<file path="src/verilog/synth_ref_pkg.sv">
package synth_ref_pkg;

  // ---------------------------------------------------------------
  // register map (byte addresses, one aligned word each)
  // ---------------------------------------------------------------
  localparam logic [3:0] ADDR_CTRL   = 4'h0;
  localparam logic [3:0] ADDR_VCO    = 4'h4;
  localparam logic [3:0] ADDR_REFDIV = 4'h8;
  localparam logic [3:0] ADDR_STATUS = 4'hC;

  // ---------------------------------------------------------------
  // control register fields
  // ---------------------------------------------------------------
  localparam int CTRL_LOAD_CAP   = 0;
  localparam int CTRL_BIAS_HIGH  = 1;
  localparam int CTRL_BOOST      = 2;
  localparam int CTRL_REF_OUT    = 3;
  localparam int CTRL_BAND       = 4;
  localparam int CTRL_BYPASS     = 5;
  localparam int CTRL_PUMP_HIGH  = 6;
  localparam int CTRL_MOD_LO     = 7;
  localparam int CTRL_MOD_HI     = 8;
  localparam int CTRL_HOLD_AMP   = 9;
  localparam int CTRL_W          = 10;
  localparam logic [CTRL_W-1:0] CTRL_RESET = 10'h000;

  // ---------------------------------------------------------------
  // oscillator register fields
  // ---------------------------------------------------------------
  localparam int VCO_BIAS_LSB  = 0;
  localparam int VCO_RANGE_LSB = 4;
  localparam logic [2:0] VCO_BIAS_RESET  = 3'h0;
  localparam logic [1:0] VCO_RANGE_RESET = 2'h0;

  // ---------------------------------------------------------------
  // reference divider and status fields
  // ---------------------------------------------------------------
  localparam int REFDIV_W = 12;
  localparam logic [REFDIV_W-1:0] REFDIV_RESET = 12'h010;
  localparam int STAT_STATE_LSB  = 0;
  localparam int STAT_ENABLE     = 2;
  localparam int STAT_BOOST      = 3;
  localparam int STAT_BIAS_LSB   = 4;
  localparam int STAT_SECOND_SET = 7;
  localparam int STAT_PLL_ACTIVE = 8;
  localparam int STAT_REF_OUT_ON = 9;

  // ---------------------------------------------------------------
  // timing: start-up pulse count and clock output ratio
  // ---------------------------------------------------------------
  localparam int STARTUP_PULSES = 2;
  localparam int REF_OUT_RATIO  = 16;
  localparam int REF_OUT_CNT_W  = $clog2(REF_OUT_RATIO);

  // ---------------------------------------------------------------
  // enumerations
  // ---------------------------------------------------------------
  typedef enum logic [1:0] {
    MOD_CLOSED_LOOP = 2'b00,
    MOD_OPEN_LOOP   = 2'b01,
    MOD_DIVIDER     = 2'b10,
    MOD_UNUSED      = 2'b11
  } mod_mode_e;

  typedef enum logic [1:0] {
    ST_WAIT_FIRST  = 2'b00,
    ST_WAIT_SECOND = 2'b01,
    ST_RUNNING     = 2'b10
  } startup_state_e;

endpackage : synth_ref_pkg
</file>
<file path="src/verilog/synth_ref_clock_control.sv">
// The address map and the Wishbone interface to the registers were left to the implementer.
`timescale 1ns/1ps
// How it works
// keep other blocks disabled until reference divider gave two pulses, then enable
// with quick start set, boost oscillator bias at start-up until first divider pulse
// software should enable crystal oscillator before any other block to save current
// reference clock output runs only while its enable bit is high
// reference clock output equals crystal clock divided by sixteen
// reference clock output is off during sleep regardless of enable bit
// disabled reference clock output is held low, never floating
// internal crystal load capacitors connect only when their enable bit is one
// oscillator divided by two in high band, by four in low band
// bias bits all zero selects bias automatically from the range bits
// any bias bit set makes the programmed bias win over automatic
// automatic bias: range 00,01,10,11 gives 111,101,011,000
// bypass bit one takes local oscillator from external differential input
// pump high-current bit selects pump current; resets to zero, low current
// mode code 00 closed loop, 01 open loop, 10 divider, 11 unused
// open loop mode turns the loop off during the transmit burst
// divider mode switches divider set at each new data bit, forcing relock
// divider mode: first set means data zero, second set data one
// hold amplifier enabled only while its enable bit is one
// band bit zero picks low range, one picks high range
// both oscillator modulation modes use only the first divider set
// clock output divider free-runs, cleared while disabled, near equal high and low
module synth_ref_clock_control
  import synth_ref_pkg::*;
#(
  parameter int                      REFDIV_WIDTH = REFDIV_W,
  parameter logic [REFDIV_W-1:0]     REFDIV_INIT  = REFDIV_RESET
) (
  input  wire logic        mclk,
  input  wire logic        rstn,
  input  wire logic        wb_cyc_i,
  input  wire logic        wb_stb_i,
  input  wire logic        wb_we_i,
  input  wire logic [3:0]  wb_adr_i,
  input  wire logic [3:0]  wb_sel_i,
  input  wire logic [31:0] wb_dat_i,
  output logic      [31:0] wb_dat_o,
  output logic             wb_ack_o,
  input  wire logic        sleep_state,
  input  wire logic        tx_burst,
  input  wire logic        data_bit,
  output logic             blocks_enable,
  output logic             osc_bias_high,
  output logic             osc_bias_boost,
  output logic             internal_load_cap_enable,
  output logic             ref_out_pin,
  output logic             band_select,
  output logic             vco_div_by_four,
  output logic      [2:0]  oscillator_bias_bits,
  output logic             oscillator_bypass,
  output logic             pump_current_high,
  output logic             closed_loop_mod,
  output logic             open_loop_mod,
  output logic             divider_mod,
  output logic             pll_active,
  output logic             divider_set_second,
  output logic             hold_amp_enable
);

  // ---------------------------------------------------------------
  // functions
  // ---------------------------------------------------------------
  function automatic logic [2:0] auto_bias(input logic [1:0] range);
    case (range)
      2'b00:   auto_bias = 3'h7;
      2'b01:   auto_bias = 3'h5;
      2'b10:   auto_bias = 3'h3;
      default: auto_bias = 3'h0;
    endcase
  endfunction : auto_bias

  function automatic logic byte_wr(input logic [3:0] sel, input int lane);
    byte_wr = sel[lane];
  endfunction : byte_wr

  // ---------------------------------------------------------------
  // register storage
  // ---------------------------------------------------------------
  logic [CTRL_W-1:0]       ctrl;
  logic [2:0]              bias_prog;
  logic [1:0]              range_prog;
  logic [REFDIV_WIDTH-1:0] refdiv;
  logic [REFDIV_WIDTH-1:0] refdiv_cnt;
  logic [REF_OUT_CNT_W-1:0] ref_cnt;
  logic                    ref_pulse;
  startup_state_e          st;
  startup_state_e          next_st;
  logic                    bit_set;

  // ---------------------------------------------------------------
  // bus decode
  // ---------------------------------------------------------------
  wire bus_req   = wb_cyc_i & wb_stb_i & ~wb_ack_o;
  wire bus_wr    = bus_req & wb_we_i;
  wire hit_ctrl  = wb_adr_i == ADDR_CTRL;
  wire hit_vco   = wb_adr_i == ADDR_VCO;
  wire hit_div   = wb_adr_i == ADDR_REFDIV;
  wire hit_stat  = wb_adr_i == ADDR_STATUS;
  wire wr_lane0  = byte_wr(wb_sel_i, 0);
  wire wr_lane1  = byte_wr(wb_sel_i, 1);

  // ---------------------------------------------------------------
  // decoded settings
  // ---------------------------------------------------------------
  wire       mode_lo     = ctrl[CTRL_MOD_LO];
  wire       mode_hi     = ctrl[CTRL_MOD_HI];
  wire [1:0] mode        = {mode_hi, mode_lo};
  wire       ref_out_on  = ctrl[CTRL_REF_OUT] & ~sleep_state;   // see R04
  wire       bias_forced = |bias_prog;
  wire [2:0] bias_eff    = bias_forced ? bias_prog : auto_bias(range_prog); // see R10
  wire [REFDIV_WIDTH-1:0] refdiv_last = (refdiv == '0) ? '0 : refdiv - 1'b1;

  wire [31:0] stat_word = {22'h0,
                           ref_out_on,
                           pll_active,
                           divider_set_second,
                           bias_eff,
                           osc_bias_boost,
                           blocks_enable,
                           st};

  // ---------------------------------------------------------------
  // wishbone slave: one wait state, unmapped reads give zero
  // ---------------------------------------------------------------
  always_ff @(posedge mclk or negedge rstn) begin
    if (!rstn) begin
      wb_ack_o <= 1'b0;
      wb_dat_o <= 32'h0;
    end else begin
      wb_ack_o <= bus_req;
      wb_dat_o <= hit_ctrl ? {{(32-CTRL_W){1'b0}}, ctrl} :
                  hit_vco  ? {26'h0, range_prog, 1'b0, bias_prog} :
                  hit_div  ? {{(32-REFDIV_WIDTH){1'b0}}, refdiv} :
                  hit_stat ? stat_word : 32'h0;
    end
  end

  // ---------------------------------------------------------------
  // writable registers
  // ---------------------------------------------------------------
  always_ff @(posedge mclk or negedge rstn) begin
    if (!rstn) begin
      ctrl       <= CTRL_RESET;
      bias_prog  <= VCO_BIAS_RESET;
      range_prog <= VCO_RANGE_RESET;
      refdiv     <= REFDIV_INIT;
    end else if (bus_wr) begin
      if (hit_ctrl && wr_lane0) begin
        ctrl[7:0] <= wb_dat_i[7:0];
      end
      if (hit_ctrl && wr_lane1) begin
        ctrl[CTRL_W-1:8] <= wb_dat_i[CTRL_W-1:8];
      end
      if (hit_vco && wr_lane0) begin
        bias_prog  <= wb_dat_i[VCO_BIAS_LSB +: 3];
        range_prog <= wb_dat_i[VCO_RANGE_LSB +: 2];
      end
      if (hit_div && wr_lane0) begin
        refdiv[7:0] <= wb_dat_i[7:0];
      end
      if (hit_div && wr_lane1) begin
        refdiv[REFDIV_WIDTH-1:8] <= wb_dat_i[REFDIV_WIDTH-1:8];
      end
    end
  end

  // ---------------------------------------------------------------
  // reference divider: one pulse every refdiv crystal clocks
  // ---------------------------------------------------------------
  // a zero divide value acts as one so the start-up never stalls
  always_ff @(posedge mclk or negedge rstn) begin
    if (!rstn) begin
      refdiv_cnt <= '0;
      ref_pulse  <= 1'b0;
    end else begin
      ref_pulse  <= refdiv_cnt >= refdiv_last;
      refdiv_cnt <= (refdiv_cnt >= refdiv_last) ? '0 : refdiv_cnt + 1'b1;
    end
  end

  // ---------------------------------------------------------------
  // start-up sequencer
  // ---------------------------------------------------------------
  // software is expected to start the oscillator first; this block
  // runs as soon as the crystal clock does
  always_comb begin
    next_st = st;
    case (st)
      ST_WAIT_FIRST:  if (ref_pulse) next_st = ST_WAIT_SECOND;
      ST_WAIT_SECOND: if (ref_pulse) next_st = ST_RUNNING;
      ST_RUNNING:     next_st = ST_RUNNING;
      default:        next_st = ST_WAIT_FIRST;
    endcase
  end

  always_ff @(posedge mclk or negedge rstn) begin
    if (!rstn) begin
      st <= ST_WAIT_FIRST;
    end else begin
      st <= next_st;
    end
  end

  // ---------------------------------------------------------------
  // reference clock output divider
  // ---------------------------------------------------------------
  // counter clears while off so the first period after enable is whole
  always_ff @(posedge mclk or negedge rstn) begin
    if (!rstn) begin
      ref_cnt <= '0;
    end else if (ref_out_on) begin
      ref_cnt <= ref_cnt + 1'b1;                                // see R05
    end else begin
      ref_cnt <= '0;
    end
  end

  // ---------------------------------------------------------------
  // divider-set selection follows each new data bit
  // ---------------------------------------------------------------
  always_ff @(posedge mclk or negedge rstn) begin
    if (!rstn) begin
      bit_set  <= 1'b0;
    end else begin
      bit_set  <= data_bit;                                     // see R17
    end
  end

  // ---------------------------------------------------------------
  // outputs
  // ---------------------------------------------------------------
  always_ff @(posedge mclk or negedge rstn) begin
    if (!rstn) begin
      blocks_enable            <= 1'b0;
      osc_bias_high            <= 1'b0;
      osc_bias_boost           <= 1'b0;
      internal_load_cap_enable <= 1'b0;
      ref_out_pin              <= 1'b0;
      band_select              <= 1'b0;
      vco_div_by_four          <= 1'b1;
      oscillator_bias_bits     <= 3'h0;
      oscillator_bypass        <= 1'b0;
      pump_current_high        <= 1'b0;
      closed_loop_mod          <= 1'b0;
      open_loop_mod            <= 1'b0;
      divider_mod              <= 1'b0;
      pll_active               <= 1'b0;
      divider_set_second       <= 1'b0;
      hold_amp_enable          <= 1'b0;
    end else begin
      blocks_enable            <= next_st == ST_RUNNING;
      osc_bias_high            <= ctrl[CTRL_BIAS_HIGH];
      osc_bias_boost           <= ctrl[CTRL_BOOST] && next_st == ST_WAIT_FIRST;
      internal_load_cap_enable <= ctrl[CTRL_LOAD_CAP];
      ref_out_pin              <= ref_out_on & ref_cnt[REF_OUT_CNT_W-1];
      band_select              <= ctrl[CTRL_BAND];
      vco_div_by_four          <= ~ctrl[CTRL_BAND];
      oscillator_bias_bits     <= bias_eff;                     // see R10
      oscillator_bypass        <= ctrl[CTRL_BYPASS];
      pump_current_high        <= ctrl[CTRL_PUMP_HIGH];
      closed_loop_mod          <= mode == MOD_CLOSED_LOOP;
      open_loop_mod            <= mode == MOD_OPEN_LOOP;
      divider_mod              <= mode == MOD_DIVIDER;
      pll_active               <= !(mode == MOD_OPEN_LOOP && tx_burst);
      divider_set_second       <= (mode == MOD_DIVIDER) & bit_set; // see R18
      hold_amp_enable          <= ctrl[CTRL_HOLD_AMP];
    end
  end

endmodule : synth_ref_clock_control

</file>
<file path="config.mk">
export PLATFORM = sky130hd
export DESIGN_NAME = synth_ref_clock_control
export DESIGN_NICKNAME = d
export VERILOG_FILES = /design/src/verilog/synth_ref_pkg.sv /design/src/verilog/synth_ref_clock_control.sv
export SDC_FILE = /design/constraint.sdc
export NUM_CORES = 1
export LEC_CHECK = 0
export ABC_AREA = 1
export ABC_CLOCK_PERIOD_IN_PS = 2950
export BUFFER_PORTS_ARGS = -buffer_cell sky130_fd_sc_hd__buf_2
export CELL_PAD_IN_SITES_DETAIL_PLACEMENT = 0
export CELL_PAD_IN_SITES_GLOBAL_PLACEMENT = 2
export CORE_UTILIZATION = 31
export DETAILED_ROUTE_END_ITERATION = 10
export PLACE_DENSITY = 0.74
export SLEW_MARGIN = 10
export SYNTH_ARGS = -nofsm -noshare
export SYNTH_HDL_FRONTEND = slang
export SYNTH_SLANG_ARGS = --single-unit
</file>
<file path="constraint.sdc">
create_clock -name mclk -period 2.95 [get_ports mclk]
set_clock_uncertainty 0.05 [all_clocks]
set_input_delay 0.295 -clock mclk [delete_from_list [all_inputs] [get_ports mclk]]
set_output_delay 0.295 -clock mclk [all_outputs]
set_load 0.05 [all_outputs]
</file>
==> impl_metrics.json <==
{
  "status": "complete, no violations",
  "synth.distinct_cells": 37,
  "antenna_found_initial": 0,
  "worstRegToRegCells": 12,
  "grt_pass1_wl_mm": 14.22,
  "synth-seq-cells": 78,
  "synth_edf_count": 0,
  "dr.pass1.iters": 4,
  "final_cell_mix": "nand2_1, dfrtp_1, inv_1, buf_2, nor2_1",
  "avgSynthCellArea_um2": 9.026,
  "timing.final.crit_share_pct": 85.36,
  "setup_tns_ns": 0,
  "io_buffers": 56,
  "place_congestion": 0.7208,
  "wire_per_inst_um": 12.45,
  "crit_fanout": 13,
  "power_w": 0.002908,
  "setup_violations": 0,
  "cp-end-kind": "flop",
  "placed_area_um2": 4309,
  "swShare_pct": 29.75,
  "rsz0062_at_grt": "false",
  "clk_root_buffer_cell": "clkbuf_16",
  "drc": 0,
  "post_cts_buffers": 0,
  "nets": 563,
  "final_cells": 671,
  "initial_core_util_pct": 32.28,
  "grt_pass1_vias": 2913,
  "finalCriticalPeriod_ns": 2.518,
  "ant_nets": 0,
  "relSlewSlack_pct": 33.50,
  "min-delay-start": "tx_burst",
  "final_common_cell": "nand2_1",
  "final_layout_size_suffix_gt1_share_pct": 22.27,
  "dpl.hpwl_mm": 6.175,
  "grt_usage_pct": 14.43,
  "fill_cells": 1274,
  "leakage_nw": 2.408,
  "grt_max_degree": 79,
  "min_path_cells": 2,
  "cts_resized": 0,
  "reg2reg_from": "refdiv[5]$_DFFE_PN0P_",
  "vias": 2874,
  "yosysWarnings": 0,
  "area_growth_pct": 18.23,
  "hold_path_end": "pll_active$_DFF_PN0_",
  "cts_tree": "yes",
  "p_per_area_nw_per_um2": 626.4,
  "r2r_slack_ns": 0.43,
  "critPathKind": "flop to flop",
  "pwr-share-seq_pct": 40.9,
  "ioPinCount": 99,
  "clk_latency_ns": 0.34,
  "clockPowerShare_pct": 41.2,
  "synthFlopType": "dfrtp_1",
  "core_area_um2": 12160,
  "fmax_mhz": 397.1,
  "diodes": 0,
  "die_area_um2": 13120,
  "clkSlewWorstSetupHoldPaths_ns": 0.06,
  "min-delay-path-class": "input port to flop",
  "seq_area_frac_synth_pct": 49.78,
  "worst_slew_pin_slew_ns": 0.9976,
  "ys_async_sr_fraction_pct": 100.0,
  "syn_area_um2": 3926,
  "worst_hold_slack_ns": 0.05986,
  "vias_per_cell": 4.283,
  "fin_area_um2": 4642,
  "grt_remaining_overflow": 0,
  "hold_violations": 0,
  "internal-power_w": 0.002042,
  "finalWirelength_mm": 8.356,
  "p_sw_w": 0.0008652,
  "htree_levels": 3,
  "cts_sinks": 78,
  "critPathRequiredTime_ns": 3.12,
  "arrival_ns": 2.69,
  "combPwrFrac_pct": 17.9,
  "syn_inst": 435,
  "vdd_ir_drop_max_mv": 0.3301,
  "cts_buffer_depth": 2,
  "die_w_um": 114.5,
  "dp.cells": 655,
  "die_y_um": 114.5,
  "reg2reg_to": "refdiv_cnt[11]$_DFF_PN0_",
  "cts_buffers": 9,
  "row_count": 40,
  "cp-start-kind": "flop",
  "final-max-slew-violation-count": 0,
  "cap_violations": 0,
  "drt_iter0_markers": 144
}
## state kept, by name, summed over array words and instances (netlist names), 2 cells and up
register              flops
st                        2
ctrl                     10
bias_prog                 3
ref_cnt                   4
range_prog                2
oscillator_bias_bits      3
refdiv_cnt               12
wb_dat_o                 12
refdiv                   12
## how the worst max path moves through the flow
stage | startpoint | to | slack, ns | depth (start not counted)
after detailed placement | refdiv[5]$_DFFE_PN0P_ | refdiv_cnt[10]$_DFF_PN0_ | 0.42 | 14
final | refdiv[5]$_DFFE_PN0P_ | refdiv_cnt[11]$_DFF_PN0_ | 0.43 | 12
after floorplan | refdiv[5]$_DFFE_PN0P_ | refdiv_cnt[10]$_DFF_PN0_ | 0.83 | 13
after global routing | refdiv[5]$_DFFE_PN0P_ | refdiv_cnt[7]$_DFF_PN0_ | 0.18 | 14
after global placement | refdiv[5]$_DFFE_PN0P_ | refdiv_cnt[0]$_DFF_PN0_ | 0.44 | 12
after CTS | refdiv[5]$_DFFE_PN0P_ | refdiv_cnt[6]$_DFF_PN0_ | 0.41 | 14
## layer usage
| layer | track usage, % | routed length, µm | up-vias |
|---|---|---|---|
| met5 | 0 | 0 | - |
| met4 | 6.061 | 137 | 0 |
| met3 | 3.494 | 324 | 11 |
| met2 | 22.14 | 3642 | 58 |
| met1 | 19.43 | 4252 | 1325 |
| li1 | - | - | 1480 |
## cell usage after synthesis (2+ instances only)
master     number  share of area (%)
a21oi_1         8                1.0
buf_4          20                3.8
buf_6           3               0.86
dfrtp_1        76                 48
dfstp_2         2                1.3
ha_1           16                5.1
inv_1          55                5.3
nand2_1       107                 10
nand2_2         4               0.64
nand2_4         2               0.57
nand3_1        15                1.9
nand3_4         2               0.89
nand4_1         6               0.96
nor2_1         42                4.0
nor2_2          3               0.48
nor3_1          5               0.64
nor3_4          2               0.83
o2111ai_1       3               0.67
o21ai_0        18                2.3
o21ai_2        16                3.6
o221ai_1        4               0.89
or2_2           2               0.32
xnor2_1         4               0.89
xor2_1          7                1.6
## through the flow
stage / utilization [%] / setup WS [ns]
6_report: 38.17 / 0.4320
4_1_cts: 38.17 / 0.4112
3_5_place_dp: 35.43 / 0.4246
2_1_floorplan: - / 0.8253
5_1_grt: 38.17 / 0.1841
3_3_place_gp: 35.43 / 0.4378
## repair_timing
| item | 4_1_cts | 5_1_grt |
|---|---|---|
| endpoints found under the setup margin | 0 | 0 |
| hold buffers | 1 | 0 |
| endpoints found under the hold margin | 1 | 0 |
## cells by family after synthesis
group / Yosys count / synth area share (%)
AO/OA/AOI/OAI: 51 / 8.827
XOR/XNOR: 11 / 2.454
adder cells (fa/ha/maj): 16 / 5.099
buffers and inverters: 81 / 10.32
flip-flops: 78 / 49.78
other: 1 / 0.09551
AND/OR/NAND/NOR: 197 / 23.42
## power by group through the flow
stage	clock, W	combinational [W]	sequential (W)
after floorplan	0	0.000312	0.00130
after global placement	0	0.000521	0.00121
after detailed placement	0	0.000525	0.00121
after CTS	0.00124	0.000528	0.00119
after global routing	0.00128	0.000584	0.00120
final	0.00120	0.000520	0.00119
## critical path, stage by stage, from the launching register on
cell     delay, ns
dfrtp_1       0.44
nor2_2        0.20
nand2_2       0.09
nor3_4        0.17
nand4_2       0.31
and2_1        0.26
ha_1          0.26
nand2_1       0.04
nor2_1        0.13
nand3_1       0.09
nand4_1       0.09
buf_4         0.20
nor2_1        0.06
## area by class of cell
class / instances / area, µm² / area share (%)
clock buffers: 10 / 239.0 / 5.148
flip-flops and latches: 78 / 1954 / 42.10
multi-input cells: 295 / 1638 / 35.28
inverters: 57 / 216.5 / 4.663
repair buffers: 58 / 300.3 / 6.469
clock inverters: 5 / 83.83 / 1.806
well taps: 168 / 210.2 / 4.528
No activity file was read; power rests on OpenSTA's default activity.
